$ cat src/axis_ctrl_consts.svh
// Purpose: offsets, field positions, reset values and counts of the axis command block
// Assumes: included by bare name from the design module and the properties module
// Notes: offsets are word indexes on the plain register port
`ifndef AXIS_CTRL_CONSTS_SVH
`define AXIS_CTRL_CONSTS_SVH

// register offsets
`define OFS_RUN_CMD 8'h00
`define OFS_MODE_ONE 8'h01
`define OFS_FUNC_TWO 8'h04
`define OFS_POS_STATUS 8'h0c
`define OFS_TARGET_MON 8'h10
`define OFS_SEC_SPEED_COMP 8'h16
`define OFS_LATCHED_POS 8'h18
`define OFS_REV_COUNT 8'h1e
`define OFS_FERR_LIMIT 8'h22
`define OFS_SPEED_AMEND 8'h31
`define OFS_PRESET_TURN 8'h4c
`define OFS_ALARM_STATUS 8'h60
`define OFS_IRQ_STATUS 8'h61
`define OFS_IRQ_MASK 8'h62

// run command word fields
`define RUN_MLOCK_BIT 1
`define RUN_LATCH_BIT 4
`define RUN_ABSRD_BIT 5
`define RUN_PRESET_BIT 6
`define RUN_RELOAD_BIT 7
`define RUN_INTEG_BIT 11
`define RUN_CLRALM_BIT 15

// mode word one fields
`define MODE_FERR_ALARM_BIT 0
`define MODE_SPD_AMEND_BIT 2

// function word two: latch input type field
`define FUNC2_LATCH_LSB 0
`define FUNC2_LATCH_W 3

// position management status fields
`define PST_MLOCK_BIT 0
`define PST_LATCH_DONE_BIT 2
`define PST_ABS_BUSY_BIT 4
`define PST_LOAD_DONE_BIT 8

// alarm status fields
`define ALM_FERR_WARN_BIT 0
`define ALM_FERR_ALARM_BIT 1
`define ALM_ABS_FAIL_BIT 2

// interrupt event positions
`define IRQ_LATCH_BIT 0
`define IRQ_LOAD_BIT 1
`define IRQ_ABS_OK_BIT 2
`define IRQ_ABS_FAIL_BIT 3
`define IRQ_FERR_BIT 4
`define IRQ_W 5

// reset values
`define RST_RUN_CMD 16'h0000
`define RST_MODE_ONE 16'h0000
`define RST_FUNC_TWO 16'h0000
`define RST_IRQ_MASK 5'h00

// absolute read tries, the requested one included
`define ABS_READ_TRIES 2'h2

`endif

$ cat src/axis_ctrl_pkg.sv
// Purpose: types shared by the axis command block and its bench
// Assumes: constants come from axis_ctrl_consts.svh
// Notes: nothing here is imported; users write axis_ctrl_pkg::name
package axis_ctrl_pkg;

   // control mode of the axis loop
   typedef enum logic [1:0] {
      CTRL_POSITION = 2'b00,
      CTRL_PHASE = 2'b01,
      CTRL_SPEED = 2'b10,
      CTRL_TORQUE = 2'b11
   } ctrl_mode_e;

   // latch trigger selection
   typedef enum logic [2:0] {
      LATCH_SRC_EXT = 3'b000,
      LATCH_SRC_HOME = 3'b001,
      LATCH_SRC_PHASE_C = 3'b010
   } latch_src_e;

   // absolute data read sequencer
   typedef enum logic [1:0] {
      ABS_IDLE = 2'b00,
      ABS_REQ = 2'b01,
      ABS_WAIT = 2'b10
   } abs_state_e;

   // position saved at last power-down
   typedef struct packed {
      logic [31:0] encoder_pos;
      logic [31:0] pulse_pos;
   } saved_pos_s;

   // register port request
   typedef struct packed {
      logic [7:0] addr;
      logic [31:0] wdata;
      logic wr;
      logic rd;
   } reg_req_s;

endpackage

$ cat src/axis_run_command_mode_control.sv
// Purpose: per-axis run command and mode word logic of a motion module
// Assumes: scan_tick_i is a one-cycle pulse on sys_clk_i; latch pins are asynchronous
// Notes: clk_en_i low freezes every flip-flop, read data included
`timescale 1ns/10ps
`include "axis_ctrl_consts.svh"

module axis_run_command_mode_control #(
   parameter int POS_W = 32,
   parameter int PIN_SYNC = 2
) (
   input wire logic sys_clk_i,
   input wire logic rst_n_i,
   input wire logic clk_en_i,
   input wire axis_ctrl_pkg::reg_req_s reg_req_i,
   output logic [31:0] reg_rdata_o,
   input wire logic scan_tick_i,
   input wire axis_ctrl_pkg::ctrl_mode_e ctrl_mode_i,
   input wire logic pulses_pending_i,
   input wire logic [POS_W-1:0] motion_step_i,
   output logic [POS_W-1:0] motion_step_o,
   input wire logic [POS_W-1:0] axis_position_i,
   input wire logic latch_ext_pin_i,
   input wire logic latch_home_pin_i,
   input wire logic latch_phase_c_pin_i,
   output logic abs_read_req_o,
   input wire logic abs_read_done_i,
   input wire logic abs_read_ok_i,
   input wire logic rev_wrap_i,
   input wire logic infinite_axis_i,
   input wire logic abs_encoder_i,
   input wire axis_ctrl_pkg::saved_pos_s saved_pos_i,
   output axis_ctrl_pkg::saved_pos_s restored_pos_o,
   output logic restore_load_o,
   output logic integ_clear_o,
   input wire logic [POS_W-1:0] follow_error_i,
   output logic axis_halt_o,
   output logic [POS_W-1:0] speed_comp_o,
   output logic irq_o
);

   // refuse widths the logic cannot serve
   if (POS_W < 16 || POS_W > 32) begin : g_bad_pos_w
      $error("POS_W must lie between 16 and 32");
   end
   if (PIN_SYNC != 2) begin : g_bad_sync
      $error("PIN_SYNC must be 2");
   end

   // zero-extend a 16-bit field onto the read bus
   function automatic logic [31:0] ext16(input logic [15:0] v);
      ext16 = {16'h0000, v};
   endfunction

   // widen a position to the read bus
   function automatic logic [31:0] extpos(input logic [POS_W-1:0] v);
      logic [31:0] w;
      w = '0;
      w[POS_W-1:0] = v;
      extpos = w;
   endfunction

   // magnitude of a signed position value
   function automatic logic [POS_W-1:0] magn(input logic [POS_W-1:0] v);
      magn = v[POS_W-1] ? (~v + {{(POS_W-1){1'b0}}, 1'b1}) : v;
   endfunction

   // ---------------- register file ----------------
   logic [15:0] run_cmd_reg, run_cmd_next;
   logic [15:0] mode_one_reg, mode_one_next;
   logic [15:0] func_two_reg, func_two_next;
   logic [POS_W-1:0] preset_turn_reg, preset_turn_next;
   logic [POS_W-1:0] ferr_limit_reg, ferr_limit_next;
   logic [15:0] speed_amend_reg, speed_amend_next;
   logic [POS_W-1:0] sec_comp_reg, sec_comp_next;
   logic [`IRQ_W-1:0] irq_mask_reg, irq_mask_next;
   logic [31:0] rdata_reg, rdata_next;

   // core state
   logic [15:0] prev_cmd_reg, prev_cmd_next;
   logic mlock_reg, mlock_next;
   logic [POS_W-1:0] target_mon_reg, target_mon_next;
   logic latch_armed_reg, latch_armed_next;
   logic latch_done_reg, latch_done_next;
   logic [POS_W-1:0] latched_pos_reg, latched_pos_next;
   logic [POS_W-1:0] rev_count_reg, rev_count_next;
   logic load_done_reg, load_done_next;
   axis_ctrl_pkg::saved_pos_s restored_reg, restored_next;
   logic restore_load_reg, restore_load_next;
   logic ferr_warn_reg, ferr_warn_next;
   logic ferr_alarm_reg, ferr_alarm_next;
   logic abs_fail_reg, abs_fail_next;
   logic [POS_W-1:0] speed_comp_reg, speed_comp_next;
   logic [`IRQ_W-1:0] irq_stat_reg, irq_stat_next;
   axis_ctrl_pkg::abs_state_e abs_state_reg, abs_state_next;
   logic [1:0] abs_tries_reg, abs_tries_next;

   // latch pin synchronisers and edge memory
   logic [2:0] pin_meta_reg, pin_sync_reg, pin_prev_reg;
   logic [2:0] pin_rise;
   logic latch_trig;
   logic [15:0] cmd_rise;
   logic [15:0] pos_status;
   logic [15:0] alarm_status;
   logic [`IRQ_W-1:0] irq_evt;
   logic ferr_over;
   logic wr_hit, rd_irq_stat;

   // two-stage synchroniser, edge taken after the second stage only
   always_ff @(posedge sys_clk_i or negedge rst_n_i) begin
      if (!rst_n_i) begin
         pin_meta_reg <= 3'h0;
         pin_sync_reg <= 3'h0;
         pin_prev_reg <= 3'h0;
      end else if (clk_en_i) begin
         pin_meta_reg <= {latch_phase_c_pin_i, latch_home_pin_i, latch_ext_pin_i};
         pin_sync_reg <= pin_meta_reg;
         pin_prev_reg <= pin_sync_reg;
      end
   end

   // trigger selection from the latch input type field
   always_comb begin
      pin_rise = pin_sync_reg & ~pin_prev_reg;
      case (axis_ctrl_pkg::latch_src_e'(func_two_reg[`FUNC2_LATCH_LSB +: `FUNC2_LATCH_W]))
         axis_ctrl_pkg::LATCH_SRC_EXT: latch_trig = pin_rise[0];
         axis_ctrl_pkg::LATCH_SRC_HOME: latch_trig = pin_rise[1];
         axis_ctrl_pkg::LATCH_SRC_PHASE_C: latch_trig = pin_rise[2];
         default: latch_trig = 1'b0;
      endcase
   end

   // per-scan rising edges of the run command bits
   assign cmd_rise = scan_tick_i ? (run_cmd_reg & ~prev_cmd_reg) : 16'h0000;
   assign ferr_over = magn(follow_error_i) > ferr_limit_reg;

   // status words as software sees them
   always_comb begin
      pos_status = 16'h0000;
      pos_status[`PST_MLOCK_BIT] = mlock_reg;
      pos_status[`PST_LATCH_DONE_BIT] = latch_done_reg;
      pos_status[`PST_ABS_BUSY_BIT] = (abs_state_reg != axis_ctrl_pkg::ABS_IDLE);
      pos_status[`PST_LOAD_DONE_BIT] = load_done_reg;
      alarm_status = 16'h0000;
      alarm_status[`ALM_FERR_WARN_BIT] = ferr_warn_reg;
      alarm_status[`ALM_FERR_ALARM_BIT] = ferr_alarm_reg;
      alarm_status[`ALM_ABS_FAIL_BIT] = abs_fail_reg;
   end

   // register writes and registered read data
   always_comb begin
      run_cmd_next = run_cmd_reg;
      mode_one_next = mode_one_reg;
      func_two_next = func_two_reg;
      preset_turn_next = preset_turn_reg;
      ferr_limit_next = ferr_limit_reg;
      speed_amend_next = speed_amend_reg;
      sec_comp_next = sec_comp_reg;
      irq_mask_next = irq_mask_reg;
      rdata_next = 32'h0000_0000;
      wr_hit = reg_req_i.wr;
      rd_irq_stat = reg_req_i.rd && (reg_req_i.addr == `OFS_IRQ_STATUS);
      if (wr_hit) begin
         case (reg_req_i.addr)
            `OFS_RUN_CMD: run_cmd_next = reg_req_i.wdata[15:0];
            `OFS_MODE_ONE: mode_one_next = reg_req_i.wdata[15:0];
            `OFS_FUNC_TWO: func_two_next = reg_req_i.wdata[15:0];
            `OFS_PRESET_TURN: preset_turn_next = reg_req_i.wdata[POS_W-1:0];
            `OFS_FERR_LIMIT: ferr_limit_next = reg_req_i.wdata[POS_W-1:0];
            `OFS_SPEED_AMEND: speed_amend_next = reg_req_i.wdata[15:0];
            `OFS_SEC_SPEED_COMP: sec_comp_next = reg_req_i.wdata[POS_W-1:0];
            `OFS_IRQ_MASK: irq_mask_next = reg_req_i.wdata[`IRQ_W-1:0];
            default: ;
         endcase
      end
      if (reg_req_i.rd) begin
         case (reg_req_i.addr)
            `OFS_RUN_CMD: rdata_next = ext16(run_cmd_reg);
            `OFS_MODE_ONE: rdata_next = ext16(mode_one_reg);
            `OFS_FUNC_TWO: rdata_next = ext16(func_two_reg);
            `OFS_POS_STATUS: rdata_next = ext16(pos_status);
            `OFS_TARGET_MON: rdata_next = extpos(target_mon_reg);
            `OFS_SEC_SPEED_COMP: rdata_next = extpos(sec_comp_reg);
            `OFS_LATCHED_POS: rdata_next = extpos(latched_pos_reg);
            `OFS_REV_COUNT: rdata_next = extpos(rev_count_reg);
            `OFS_FERR_LIMIT: rdata_next = extpos(ferr_limit_reg);
            `OFS_SPEED_AMEND: rdata_next = ext16(speed_amend_reg);
            `OFS_PRESET_TURN: rdata_next = extpos(preset_turn_reg);
            `OFS_ALARM_STATUS: rdata_next = ext16(alarm_status);
            `OFS_IRQ_STATUS: rdata_next = {{(32-`IRQ_W){1'b0}}, irq_stat_reg};
            `OFS_IRQ_MASK: rdata_next = {{(32-`IRQ_W){1'b0}}, irq_mask_reg};
            default: rdata_next = 32'h0000_0000; // unmapped reads zero
         endcase
      end
   end

   // register file flip-flops
   always_ff @(posedge sys_clk_i or negedge rst_n_i) begin
      if (!rst_n_i) begin
         run_cmd_reg <= `RST_RUN_CMD;
         mode_one_reg <= `RST_MODE_ONE;
         func_two_reg <= `RST_FUNC_TWO;
         preset_turn_reg <= '0;
         ferr_limit_reg <= '0;
         speed_amend_reg <= 16'h0000;
         sec_comp_reg <= '0;
         irq_mask_reg <= `RST_IRQ_MASK;
         rdata_reg <= 32'h0000_0000;
      end else if (clk_en_i) begin
         run_cmd_reg <= run_cmd_next;
         mode_one_reg <= mode_one_next;
         func_two_reg <= func_two_next;
         preset_turn_reg <= preset_turn_next;
         ferr_limit_reg <= ferr_limit_next;
         speed_amend_reg <= speed_amend_next;
         sec_comp_reg <= sec_comp_next;
         irq_mask_reg <= irq_mask_next;
         rdata_reg <= rdata_next;
      end
   end

   // absolute data read sequencer, retries once on a failed read
   always_comb begin
      abs_state_next = abs_state_reg;
      abs_tries_next = abs_tries_reg;
      abs_fail_next = abs_fail_reg;
      irq_evt = '0;
      case (abs_state_reg)
         axis_ctrl_pkg::ABS_IDLE: begin
            if (cmd_rise[`RUN_ABSRD_BIT]) begin
               abs_tries_next = 2'h1;
               abs_state_next = axis_ctrl_pkg::ABS_REQ;
            end
         end
         axis_ctrl_pkg::ABS_REQ: begin
            abs_state_next = axis_ctrl_pkg::ABS_WAIT;
         end
         axis_ctrl_pkg::ABS_WAIT: begin
            if (abs_read_done_i) begin
               if (abs_read_ok_i) begin
                  irq_evt[`IRQ_ABS_OK_BIT] = 1'b1;
                  abs_state_next = axis_ctrl_pkg::ABS_IDLE;
               end else if (abs_tries_reg < `ABS_READ_TRIES) begin
                  abs_tries_next = abs_tries_reg + 2'h1;
                  abs_state_next = axis_ctrl_pkg::ABS_REQ;
               end else begin
                  abs_fail_next = 1'b1;
                  irq_evt[`IRQ_ABS_FAIL_BIT] = 1'b1;
                  abs_state_next = axis_ctrl_pkg::ABS_IDLE;
               end
            end
         end
         default: abs_state_next = axis_ctrl_pkg::ABS_IDLE;
      endcase
      if (cmd_rise[`RUN_CLRALM_BIT] && !abs_fail_next) begin
         abs_fail_next = 1'b0;
      end else if (cmd_rise[`RUN_CLRALM_BIT] && abs_state_next != axis_ctrl_pkg::ABS_IDLE) begin
         abs_fail_next = 1'b0;
      end else if (cmd_rise[`RUN_CLRALM_BIT] && !irq_evt[`IRQ_ABS_FAIL_BIT]) begin
         abs_fail_next = 1'b0;
      end
      irq_evt[`IRQ_LATCH_BIT] = latch_armed_reg && latch_trig;
      irq_evt[`IRQ_LOAD_BIT] = restore_load_next;
      irq_evt[`IRQ_FERR_BIT] = scan_tick_i && ferr_over;
   end

   // main per-scan command handling
   always_comb begin
      prev_cmd_next = scan_tick_i ? run_cmd_reg : prev_cmd_reg;
      mlock_next = mlock_reg;
      target_mon_next = target_mon_reg;
      latch_armed_next = latch_armed_reg;
      latch_done_next = latch_done_reg;
      latched_pos_next = latched_pos_reg;
      rev_count_next = rev_count_reg;
      load_done_next = load_done_reg;
      restored_next = restored_reg;
      restore_load_next = 1'b0;
      ferr_warn_next = ferr_warn_reg;
      ferr_alarm_next = ferr_alarm_reg;
      speed_comp_next = speed_comp_reg;
      if (scan_tick_i) begin
         // commanded target keeps moving even when locked
         target_mon_next = target_mon_reg + motion_step_i;
         // lock follows the bit only between moves and outside speed or torque
         if (!pulses_pending_i
             && ctrl_mode_i != axis_ctrl_pkg::CTRL_SPEED
             && ctrl_mode_i != axis_ctrl_pkg::CTRL_TORQUE) begin
            mlock_next = run_cmd_reg[`RUN_MLOCK_BIT];
         end
         if (run_cmd_reg[`RUN_PRESET_BIT]) begin
            rev_count_next = preset_turn_reg;
         end
         if (cmd_rise[`RUN_RELOAD_BIT]) begin
            load_done_next = 1'b0;
            if (infinite_axis_i && abs_encoder_i) begin
               restored_next = saved_pos_i;
               restore_load_next = 1'b1;
               load_done_next = 1'b1;
            end
         end
         if (ctrl_mode_i == axis_ctrl_pkg::CTRL_POSITION && mode_one_reg[`MODE_SPD_AMEND_BIT]) begin
            speed_comp_next = POS_W'(sec_comp_reg + POS_W'($signed(speed_amend_reg)));
         end else begin
            speed_comp_next = '0;
         end
      end
      if (rev_wrap_i && !(scan_tick_i && run_cmd_reg[`RUN_PRESET_BIT])) begin
         rev_count_next = rev_count_reg + {{(POS_W-1){1'b0}}, 1'b1};
      end
      // a fresh request arms, relies on software giving a new rising edge
      if (cmd_rise[`RUN_LATCH_BIT]) begin
         latch_armed_next = 1'b1;
         latch_done_next = 1'b0;
      end
      if (!run_cmd_reg[`RUN_LATCH_BIT]) begin
         latch_armed_next = 1'b0;
      end
      if (latch_armed_reg && latch_trig) begin
         latched_pos_next = axis_position_i;
         latch_done_next = 1'b1;
         latch_armed_next = 1'b0;
      end
      // clear first, so a detection in the same scan still sticks
      if (cmd_rise[`RUN_CLRALM_BIT]) begin
         ferr_warn_next = 1'b0;
         ferr_alarm_next = 1'b0;
      end
      if (scan_tick_i && ferr_over) begin
         if (mode_one_reg[`MODE_FERR_ALARM_BIT]) begin
            ferr_alarm_next = 1'b1;
         end else begin
            ferr_warn_next = 1'b1;
         end
      end
      // read clears, a new event in the same cycle wins
      irq_stat_next = (rd_irq_stat ? '0 : irq_stat_reg) | irq_evt;
   end

   // core flip-flops
   always_ff @(posedge sys_clk_i or negedge rst_n_i) begin
      if (!rst_n_i) begin
         prev_cmd_reg <= 16'h0000;
         mlock_reg <= 1'b0;
         target_mon_reg <= '0;
         latch_armed_reg <= 1'b0;
         latch_done_reg <= 1'b0;
         latched_pos_reg <= '0;
         rev_count_reg <= '0;
         load_done_reg <= 1'b0;
         restored_reg <= '0;
         restore_load_reg <= 1'b0;
         ferr_warn_reg <= 1'b0;
         ferr_alarm_reg <= 1'b0;
         abs_fail_reg <= 1'b0;
         speed_comp_reg <= '0;
         irq_stat_reg <= '0;
         abs_state_reg <= axis_ctrl_pkg::ABS_IDLE;
         abs_tries_reg <= 2'h0;
      end else if (clk_en_i) begin
         prev_cmd_reg <= prev_cmd_next;
         mlock_reg <= mlock_next;
         target_mon_reg <= target_mon_next;
         latch_armed_reg <= latch_armed_next;
         latch_done_reg <= latch_done_next;
         latched_pos_reg <= latched_pos_next;
         rev_count_reg <= rev_count_next;
         load_done_reg <= load_done_next;
         restored_reg <= restored_next;
         restore_load_reg <= restore_load_next;
         ferr_warn_reg <= ferr_warn_next;
         ferr_alarm_reg <= ferr_alarm_next;
         abs_fail_reg <= abs_fail_next;
         speed_comp_reg <= speed_comp_next;
         irq_stat_reg <= irq_stat_next;
         abs_state_reg <= abs_state_next;
         abs_tries_reg <= abs_tries_next;
      end
   end

   // outputs
   assign reg_rdata_o = rdata_reg;
   assign motion_step_o = mlock_reg ? '0 : motion_step_i;
   assign abs_read_req_o = (abs_state_reg == axis_ctrl_pkg::ABS_REQ);
   assign restored_pos_o = restored_reg;
   assign restore_load_o = restore_load_reg;
   assign integ_clear_o = run_cmd_reg[`RUN_INTEG_BIT];
   assign axis_halt_o = ferr_alarm_reg;
   assign speed_comp_o = speed_comp_reg;
   assign irq_o = |(irq_stat_reg & irq_mask_reg);

endmodule // axis_run_command_mode_control

$ cat config.mk
export PLATFORM = sky130hd
export DESIGN_NAME = axis_run_command_mode_control
export DESIGN_NICKNAME = d
export VERILOG_FILES = /design/src/axis_ctrl_pkg.sv /design/src/axis_run_command_mode_control.sv
export VERILOG_INCLUDE_DIRS = /design/src /design/src/src
export SDC_FILE = /design/constraint.sdc
export NUM_CORES = 1
export LEC_CHECK = 0
export BUFFER_PORTS_ARGS = -buffer_cell sky130_fd_sc_hd__buf_2
export CORE_MARGIN = 1
export CORE_UTILIZATION = 50
export DETAILED_ROUTE_END_ITERATION = 7
export PLACE_DENSITY_LB_ADDON = 0.12
export RECOVER_POWER = 50
export SLEW_MARGIN = 20
export SYNTH_ARGS = -nofsm -noshare
export SYNTH_HDL_FRONTEND = slang
export SYNTH_SLANG_ARGS = --single-unit
$ cat constraint.sdc
create_clock -name sys_clk_i -period 8.57 [get_ports sys_clk_i]
set_clock_uncertainty 0.2 [all_clocks]
set_input_delay 0.857 -clock sys_clk_i [delete_from_list [all_inputs] [get_ports sys_clk_i]]
set_output_delay 0.857 -clock sys_clk_i [all_outputs]
set_load 0.05 [all_outputs]
## Word-level counts from Yosys, hierarchy flattened

Cells that the tools add are included.
Widths: inputs -> output; s select.

| storage, ports and cells | value |
|---|---|
| flip-flop bits (word level) | 431 |
| input bits | 217 |
| output and inout bits | 165 |
| logic and storage cells | 159 |

| operators by class | value |
|---|---|
| add/sub/neg operators | 5 |
| magnitude comparators | 2 |
| equal/unequal tests | 24 |
| multiplexer cells | 47 |
| bitwise operators | 7 |
| reduce and logical (&&, ||, !) cells | 44 |

Operator list:

| cell | count |
|---|---|
| $pmux 32 s14 | 1 |
| $mux 32 | 7 |
| $add 32x1->32 const B | 2 |
| $add 32x32->32 | 2 |
| $reduce_and 3->1 | 11 |
| $eq 8x5->1 const B | 4 |
| $eq 8x7->1 const B | 4 |
| $gt 32x32->1 | 1 |
| $not 32->32 | 1 |
| $mux 1 | 26 |
| $and 16x16->16 | 1 |
| $eq 8x6->1 const B | 2 |
| $mux 16 | 1 |
| $mux 2 | 8 |
| $not 16->16 | 1 |
| $logic_and 1x1->1 | 12 |
| $ne 2x2->1 const B | 6 |
| $reduce_bool 2->1 | 6 |
| $eq 8x1->1 const B | 1 |
| $eq 8x3->1 const B | 1 |
| $eq 8x4->1 const B | 1 |
| $logic_not 8->1 | 1 |
| $reduce_and 2->1 | 4 |
| $pmux 2 s3 | 1 |
| 20 further kinds | 24 |

## Logic depth before layout (Yosys ltp)

Gate-level depths: netlist (run 1).

| logic depth | value |
|---|---|
| word-level depth | 10 |
| gate-level depth with buffers | 17 |
| mapped depth without buffers | 17 |

## Least setup slack after synthesis (run 1)

OpenSTA, ideal clock, no wires.

| timing | value |
|---|---|
| kind | input-to-reg |
| from | input follow_error_i[7] |
| to | register ferr_alarm_reg, in the netlist axis_halt_o |
| setup time | 130 ps |
| data arrival time | 4654 ps |
| required time | 8240 ps |
| path slack | 3586 ps |
| stages on the path | 16 |
| path buffers | 1 |
| path through | or4_4 > or4_4 > or2_4 > or4_4 > buf_6 > or3_4 > o31ai_4 > xnor2_1 > ha_1 > and4_1 > a21oi_1 > a21oi_1 > a2111oi_0 > o21ai_0 > o21ai_0 > o21ai_0 |

| on the way | value |
|---|---|
| longest elaborated chain between the ends | 6 |

RTL lines:

| what | line | text |
|---|---|---|
| start, declared | axis_run_command_mode_control.sv:35 | `input wire logic [POS_W-1:0] follow_error_i,` |
| $not 32->32 | axis_run_command_mode_control.sv:64 | `magn = v[POS_W-1] ? (~v + {{(POS_W-1){1'b0}}, 1'b1}) : v;` |
| $add 32x1->32 | axis_run_command_mode_control.sv:64 |  |
| $mux 32 * | axis_run_command_mode_control.sv:64 |  |
| $gt 32x32->1 * | axis_run_command_mode_control.sv:134 | `assign ferr_over = magn(follow_error_i) > ferr_limit_reg;` |
| $logic_and 1x1->1 * | axis_run_command_mode_control.sv:328 | `if (scan_tick_i && ferr_over) begin` |
| $mux 1 * | axis_run_command_mode_control.sv:328 |  |
| end signal, assigned | axis_run_command_mode_control.sv:371 | `ferr_alarm_reg <= ferr_alarm_next;` |
| end, declared | axis_run_command_mode_control.sv:90 | `logic ferr_alarm_reg, ferr_alarm_next;` |

Every way passes the cells marked *; elsewhere a longest branch is shown, timed or not.
A chain may end at the register's enable or synchronous reset.

## Worst setup path after layout (run 1)

| timing | value |
|---|---|
| from | input clk_en_i |
| to | register rev_count_reg[2] |

| on the way | value |
|---|---|
| longest elaborated chain between the ends | 1 |

RTL lines:

| what | line | text |
|---|---|---|
| start, declared | axis_run_command_mode_control.sv:13 | `input wire logic clk_en_i,` |
| $reduce_and 3->1 (no source line) | n/a |  |
| end signal, assigned | axis_run_command_mode_control.sv:366 | `rev_count_reg <= rev_count_next;` |
| end, declared | axis_run_command_mode_control.sv:85 | `logic [POS_W-1:0] rev_count_reg, rev_count_next;` |

Every way passes these cells.

==> results of run 1 <==
==> worst register-to-register path: cells and delay by family (launching register included) <==
kind                       cells  cell delay, ns
AOI/OAI and AO/OA              6            2.14
DFF                            1            0.49
adders and majority gates      2            0.48
muxes                          1            0.26
buffers and inverters          1            0.08
xor gates and xnor gates       1            0.08
and+or+nand+nor                1            0.07
==> where the power goes <==
part           total [µW]  leakage, µW  switching, µW  internal [µW]
Sequential           2330      0.00553            203           2120
Clock                1990     0.000718            833           1150
Combinational        1110      0.00656            655            452
Total                5420       0.0128           1690           3730
==> cell families (layout without fill, tap and decap cells) <==
logic type | after synthesis | in the layout
AO/OA/AOI/OAI | 627 | 627
XOR/XNOR | 82 | 82
adder cells (fa/ha/maj) | 98 | 98
buffers and inverters | 176 | 538
flip-flops | 419 | 419
multiplexers | 258 | 258
other | 0 | 2
AND/OR/NAND/NOR | 521 | 521
==> area by class of cell <==
type,count,area (µm²)
Antenna cell,2,5.00
Clock buffer,66,1360
Clock inverter,10,109
Fill cell,3946,18000
Inverter,56,210
Multi-Input combinational cell,1586,11500
Sequential cell,419,10500
Tap cell,592,741
Timing Repair Buffer,406,1960
==> how the worst max path moves through the flow <==
stage                      start            endpoint  slack [ns]
3_3_place_gp   follow_error_i[7]         axis_halt_o        3.07
5_1_grt                  rst_n_i  speed_amend_reg[9]        1.72
6_report                clk_en_i    rev_count_reg[2]        2.51
4_1_cts        follow_error_i[7]         axis_halt_o        3.63
3_5_place_dp   follow_error_i[7]         axis_halt_o        3.01
2_1_floorplan  follow_error_i[7]         axis_halt_o        3.59
==> layer usage <==
metal	wire (µm)	part of all wire [%]	global-route usage, %
met5	0	0	0
met4	3110	4.2	13.9
met3	5830	7.8	5.66
met2	34600	46	51.1
met1	30900	42	43.3
==> placed cells by master (no fill, tap or decap), types with 20 or more instances in the layout <==
cell,Yosys,final
and3_1,23,21
inv_1,56,55
o21ai_0,178,178
a21oi_1,162,162
xnor2_1,60,60
ha_1,96,96
xor2_1,22,22
a222oi_1,51,51
buf_4,0,20
nand3_1,55,54
mux2_2,247,247
nand2_1,203,202
dfrtp_1,419,419
a22oi_1,25,25
clkbuf_16,0,49
nor2b_1,45,45
buf_2,0,262
nand4_1,22,22
clkbuf_1,103,131
a21o_1,64,64
nor2_1,71,70
==> metrics by stage <==
stage / cell area (µm²) / power [µW] / hold WS, ns / utilization (%) / std cells
after floorplan: 22700 / 3050 / 0.250 / - / 2181
after global placement: 25100 / 3420 / 0.258 / 56.5 / 3058
after detailed placement: 25100 / 3450 / 0.264 / 56.5 / 3058
after CTS: 26600 / 5440 / 0.0973 / 59.8 / 3134
after global routing: 26400 / 5660 / 0.291 / 59.5 / 3136
final: 26400 / 5420 / 0.277 / 59.5 / 3137
==> summary.md, run 1 <==
| Metric | Value |
|---|---|
| Outcome | `finished with violations` |
| Violated checks | `max-capacitance violations, max-slew violations` |
| Setup ws final | `2.51 ns` |
| Top-level I/O count | `382` |
| Max reg flops | `64` |
| Tightest Pin Transition | `4.94 ns` |
| Reg2Reg Setup Slack | `4.66 ns` |
| Synth top area cells | `dfrtp_1, mux2_2, ha_1, o21ai_0, a21oi_1` |
| Yosys reg bits | `419` |
| Post-CTS setup buffers | `0` |
| Layout cell share with drive strength beyond 1 | `24.7%` |
| RR Startpoint | `target_mon_reg[0]` |
| Initial DRC count | `2072` |
| Slew headroom | `-229%` |
| Hold_buf cts | `0` |
| Most common cell in the netlist | `dfrtp_1` |
| Mux share of post-synthesis cell area | `12.8%` |
| Max incr delay on CP | `2.14 ns` |
| Compound-Gate Fraction of Synth Area | `17.9%` |
| Setup CP Type | `input pin to flop` |
| Fin. max-slew vios | `262` |
| Post-synth EDFFs | `0` |
| Simple-Gate Fraction of Synth Area | `11.4%` |
| Via count | `19400` |
| Type of the worst min-delay path | `flop to flop` |
| Final period demand of the worst path | `6.06 ns` |
| Largest area contributor in the netlist | `dfrtp_1` |
| Fmax | `165 MHz` |
| PwrDens | `205 mW/mm²` |
| Global-route wire length before repair | `114 mm` |
| Htree depth | `2` |
| CP max FO | `61` |
| Post-Synth Adder-Cell Area | `5.48%` |
| Commonest cells post-synth | `dfrtp_1, mux2_2, nand2_1` |
| Hpwl dp | `54.0 mm` |
| Core Box Area | `0.0444 mm²` |
| Mean area per synthesized cell | `10.4 µm²` |
| # port buffers | `381` |
| Clock tree sinks | `419` |
| Final WL | `74.5 mm` |
| Crit share post-route | `70.7%` |
| Number of max-cap violations | `4` |
| Maximum VDD drop | `0.151 mV` |
| XOR/XNOR Fraction of Synth Area | `3.17%` |
| Tot GR Track Use | `32.2%` |
| FF-to-FF path depth | `12` |
| Startpoint Class | `input pin` |
| Initial Utilization | `51.0%` |
| WHS Path Cells | `2` |
| Clock transition at path regs | `0.06 ns` |
| Ys flop type | `dfrtp_1` |
| Post-synthesis cell area | `0.0227 mm²` |
| Drt wl/cell | `23.8 µm` |
| Routability cong. | `0.918` |
| Pre-CTS WS | `3.01 ns` |
| Min-Delay Endpoint | `speed_comp_o[12]` |
| DRT Pass-1 Iters | `8` |
| DRT antenna net count | `0` |
| Rows | `77` |
| CP bufs+invs | `5` |
| Arr. time, crit path | `6.36 ns` |
| CTS max path bufs | `3` |
| Nets | `2830` |
| Vias in the first global route | `19100` |
| Post-route DRC | `0` |
| Die Y-Extent | `215 µm` |
| Slowest cell on crit path | `clkbuf_1` |
| Skew-Pair Late Insertion Delay | `0.59 ns` |
| Element type at the critical path end | `flop` |
| Kind of cell adding the most delay to the critical path | `buffers and inverters` |
| LEAKAGE | `0.0128 µW` |
| Ys Warns | `0` |
| Root buffer cell | `clkbuf_16` |
| CTS Buf Count | `46` |
| Post-route setup TNS | `0 ns` |
| Endpoints failing setup | `0` |
| Die area | `0.0462 mm²` |
| Reg-to-reg endpoint | `target_mon_reg[30]` |
| Gr ovfl total | `0` |
| Min-delay src | `speed_comp_o[12]` |
| CTS tree | `done` |
| Hold Vio Cnt, Final | `0` |
| Die W | `215 µm` |
| Largest net degree at the start of global routing | `161` |
| Main combinational cell family by area after synthesis | `compound AO/OA/AOI/OAI gates` |
| Distinct cell type count after synthesis | `72` |
| Critical path depth in cells | `9` |
| Layout area overhead | `16.6%` |
| Worst EP required | `8.87 ns` |
| Syn Nets | `2496` |
| RSZ-0062 raised after global routing | `false` |
| Vias per cell | `6.18` |
| Post-synth ARST share | `100%` |
| Cells after Synth | `2181` |
| Worst path cell trace | `buf_2, clkbuf_1, clkinv_1, clkbuf_1, a21oi_1, buf_4, o21a_1, nor2_1, a21oi_1` |
| Cts repair resizes | `0` |
| Synth top area share | `46.3%` |
| Initial antenna violation count | `2` |
| Seq/Total Area, Yosys | `46.3%` |
Note: power is estimated with default switching activity, not from simulation.
==> run 2: changes to the inputs <==
Settings changed: ABC_AREA from default to 1.
Clock period 8.57 ns to 5.05 ns, I/O delays scaled along.
==> run 2 against run 1 <==
Compared with the run above:
- clock power increased by 74%
- the flow still finishes with violations (max-capacitance violations, max-slew violations)
- via count is 31% higher
- setup slack worse by 1.5 ns
- global-route usage grew 1.5 points
- utilization up 1.1 points
- register-to-register slack got worse by 2.4 ns
- critical path type unchanged
- die area rose by 12%
- largest cell class unchanged
- power increased by 81%
- non-clock buffer count grew 104
==> summary.md, run 2 <==
| Metric | Value |
|---|---|
| Nets | `4494 (+59%)` |
| Routability cong. | `0.976 (+6.4%)` |
| Design Power | `9790 µW (+81%)` |
| Final period demand of the worst path | `4.09 ns` |
| Switching pwr | `3380 µW (+100%)` |
| Htree depth | `2 (unchanged)` |
| Vias in the first global route | `23400 (+22%)` |
| Main combinational cell family by area after synthesis | `simple AND/OR/NAND/NOR gates` |
| Core Box Area | `0.0502 mm² (+13%)` |
| Yosys reg bits | `419 (unchanged)` |
| Largest area contributor in the netlist | `dfrtp_1` |
| Ys flop type | `dfrtp_1` |
| Most common cell in the netlist | `nand2_1` |
| Skew-Pair Late Insertion Delay | `0.61 ns (+0.02 ns)` |
| Die W | `228 µm (+5.9%)` |
| Post-CTS setup buffers | `0 (unchanged)` |
| Die Y-Extent | `228 µm (+5.9%)` |
| CP max FO | `31 (-49%)` |
| Endpoints failing setup | `0 (unchanged)` |
| Vias per cell | `5.19 (-16%)` |
| Root buffer cell | `clkbuf_16` |
| CTS Buf Count | `46 (unchanged)` |
| Element type at the critical path end | `flop` |
| DRT Pass-1 Iters | `5 (-3)` |
| Max reg flops | `64 (unchanged)` |
| Number of max-cap violations | `4 (unchanged)` |
| Maximum VDD drop | `0.247 mV (+64%)` |
| Post-Synth Adder-Cell Area | `4.88% (-0.60 points)` |
| Cell internal pwr | `6410 µW (+72%)` |
| CTS tree | `done` |
| Clock tree sinks | `419 (unchanged)` |
| Sw frac | `34.5% (+3.3 points)` |
| Drt wl/cell | `17.7 µm (-25%)` |
| Type of the worst min-delay path | `input pin to flop` |
| PwrDens | `322 mW/mm² (+57%)` |
| Synth top area cells | `dfrtp_1, nand2_1, inv_1, o21ai_0, ha_1` |
| Mean area per synthesized cell | `6.81 µm² (-34%)` |
| Worst hold slack | `0.0144 ns (-0.262 ns)` |
| CTS max path bufs | `3 (unchanged)` |
| Fin util | `60.5% (+1.1 points)` |
| Initial Utilization | `50.7% (-0.31 points)` |
| Worst EP required | `5.32 ns (-3.55 ns)` |
| Mux share of post-synthesis cell area | `0% (-13 points)` |
| DRT antenna net count | `0 (unchanged)` |
| Post-synth EDFFs | `0 (unchanged)` |
| Startpoint Class | `input pin` |
| Compound-Gate Fraction of Synth Area | `10.6% (-7.3 points)` |
| Die area | `0.0518 mm² (+12%)` |
| Post-synth ARST share | `100% (unchanged)` |
| Rows | `82 (+6.5%)` |
| Tightest Pin Transition | `2.69 ns (-2.26 ns)` |
| Synth top area share | `41.2% (-5.1 points)` |
| Layout area overhead | `19.4%` |
| Reg2Reg Setup Slack | `2.22 ns (-2.44 ns)` |
| Violated checks | `max-capacitance violations, max-slew violations` |
| Final WL | `86.7 mm (+16%)` |
| Syn Nets | `4051 (+62%)` |
| Share of power burned in registers | `39.6% (-3.3 points)` |
| Initial antenna violation count | `2 (unchanged)` |
| Commonest non-fill, non-tap cell in the layout | `nand2_1` |
| RSZ-0062 raised after global routing | `false` |
| XOR/XNOR Fraction of Synth Area | `1.58% (-1.6 points)` |
| Largest net degree at the start of global routing | `125 (-22%)` |
| Crit share post-route | `80.9%` |
| Commonest cells after routing, fill and taps aside | `nand2_1, inv_1, dfrtp_1` |
| Seq/Total Area, Yosys | `41.2% (-5.1 points)` |
| Pre-CTS WS | `1.26 ns (-1.74 ns)` |
| Combinational share of power | `25.0% (+4.6 points)` |
| Cts repair resizes | `0 (unchanged)` |
| Via count | `25400 (+31%)` |
| Commonest cells post-synth | `nand2_1, inv_1, dfrtp_1` |
| Global-route wire length before repair | `132 mm (+16%)` |
| Slew headroom | `-79.0% (+150 points)` |
| Post-route DRC | `0 (unchanged)` |
| Tot GR Track Use | `33.7% (+1.5 points)` |
| Clock power frac | `35.4% (-1.3 points)` |
| Post-route setup TNS | `0 ns (unchanged)` |
| Distinct cell type count after synthesis | `48 (-33%)` |
| Post-synthesis cell area | `0.0254 mm² (+12%)` |
| Top-level I/O count | `382 (unchanged)` |
| # port buffers | `381 (unchanged)` |
| Fin. max-slew vios | `248 (-5.3%)` |
| Gr ovfl total | `0 (unchanged)` |
| Fmax | `245 MHz` |
| Ys Warns | `0 (unchanged)` |
| Layout cell share with drive strength beyond 1 | `9.14% (-16 points)` |
| Initial DRC count | `2083 (+0.53%)` |
| Setup CP Type | `input pin to flop` |
| Simple-Gate Fraction of Synth Area | `32.2% (+21 points)` |
| Clock transition at path regs | `0.06 ns (about the same)` |
| LEAKAGE | `0.0164 µW (+28%)` |
| Setup ws final | `0.964 ns (-1.55 ns)` |
| Outcome | `finished with violations` |
| Hpwl dp | `65.1 mm (+21%)` |
| Hold Vio Cnt, Final | `0 (unchanged)` |
| Cells after Synth | `3736 (+71%)` |
| Arr. time, crit path | `4.36 ns (-2.00 ns)` |
-- run 2: critical path, cell delays in order --
cell,delay (ns)
clkbuf_1,0.70
nand2_1,0.56
inv_1,0.18
clkbuf_1,1.28
nand3_1,0.70
o21ai_0,0.34
nand2_1,0.07
-- run 2: kinds of logic (layout without fill, tap and decap cells) --
family,count (synthesis),count (layout)
DFF,419,419
other,0,2
buffers and inverters,629,1107
AOI/OAI and AO/OA,513,513
adders and majority gates,98,98
xor gates and xnor gates,46,46
and+or+nand+nor,2031,2031
-- run 2: cell type report --
| cell class | instances | area (µm²) |
|---|---|---|
| fillers | 4833 | 19800 |
| well taps | 672 | 841 |
| clock buffers | 66 | 1330 |
| flip-flops and latches | 419 | 10500 |
| multi-input cells | 2688 | 12600 |
| clock inverters | 17 | 220 |
| diodes | 2 | 5.00 |
| inverters | 514 | 1930 |
| repair buffers | 510 | 3020 |
-- run 2: stage by stage --
step | instances | cell area [µm²]
2_1_floorplan | 3736 | 25400
4_1_cts | 4886 | 30500
3_5_place_dp | 4696 | 27900
6_report | 4888 | 30400
5_1_grt | 4887 | 30400
3_3_place_gp | 4696 | 27900
-- run 2: metal layers --
layer / up-vias / share of wire, % / GRT usage [%]
met5: - / 0 / 0
met4: 0 / 4.0 / 13.3
met3: 161 / 6.8 / 4.88
met2: 919 / 45 / 53.8
met1: 11700 / 44 / 46.1
li1: 12600 / - / -
-- run 2: path summary, 6_finish.rpt --
kind,from,end,depth (start not counted)
min,abs_read_ok_i,irq_stat_reg[2],3
max,clk_en_i,abs_fail_reg,7
min in group asynchronous,rst_n_i,target_mon_reg[5],2
max reg2reg,run_cmd_reg[6],rev_count_reg[3],7
max in group asynchronous,rst_n_i,rev_count_reg[1],3
min reg2reg,restored_pos_o[7],restored_pos_o[7],2
-- run 2: timing repair --
item	in CTS	in global routing
hold buffers	107	0
setup endpoints to repair	0	0
endpoints found under the hold margin	179	0
-- run 2: power groups by stage --
stage | clock network, µW | registers, µW | logic, µW
3_3_place_gp | 0 | 3920 | 2330
3_5_place_dp | 0 | 3930 | 2350
5_1_grt | 3620 | 3900 | 2760
2_1_floorplan | 0 | 3820 | 1630
4_1_cts | 3500 | 3870 | 2430
6_report | 3460 | 3880 | 2450
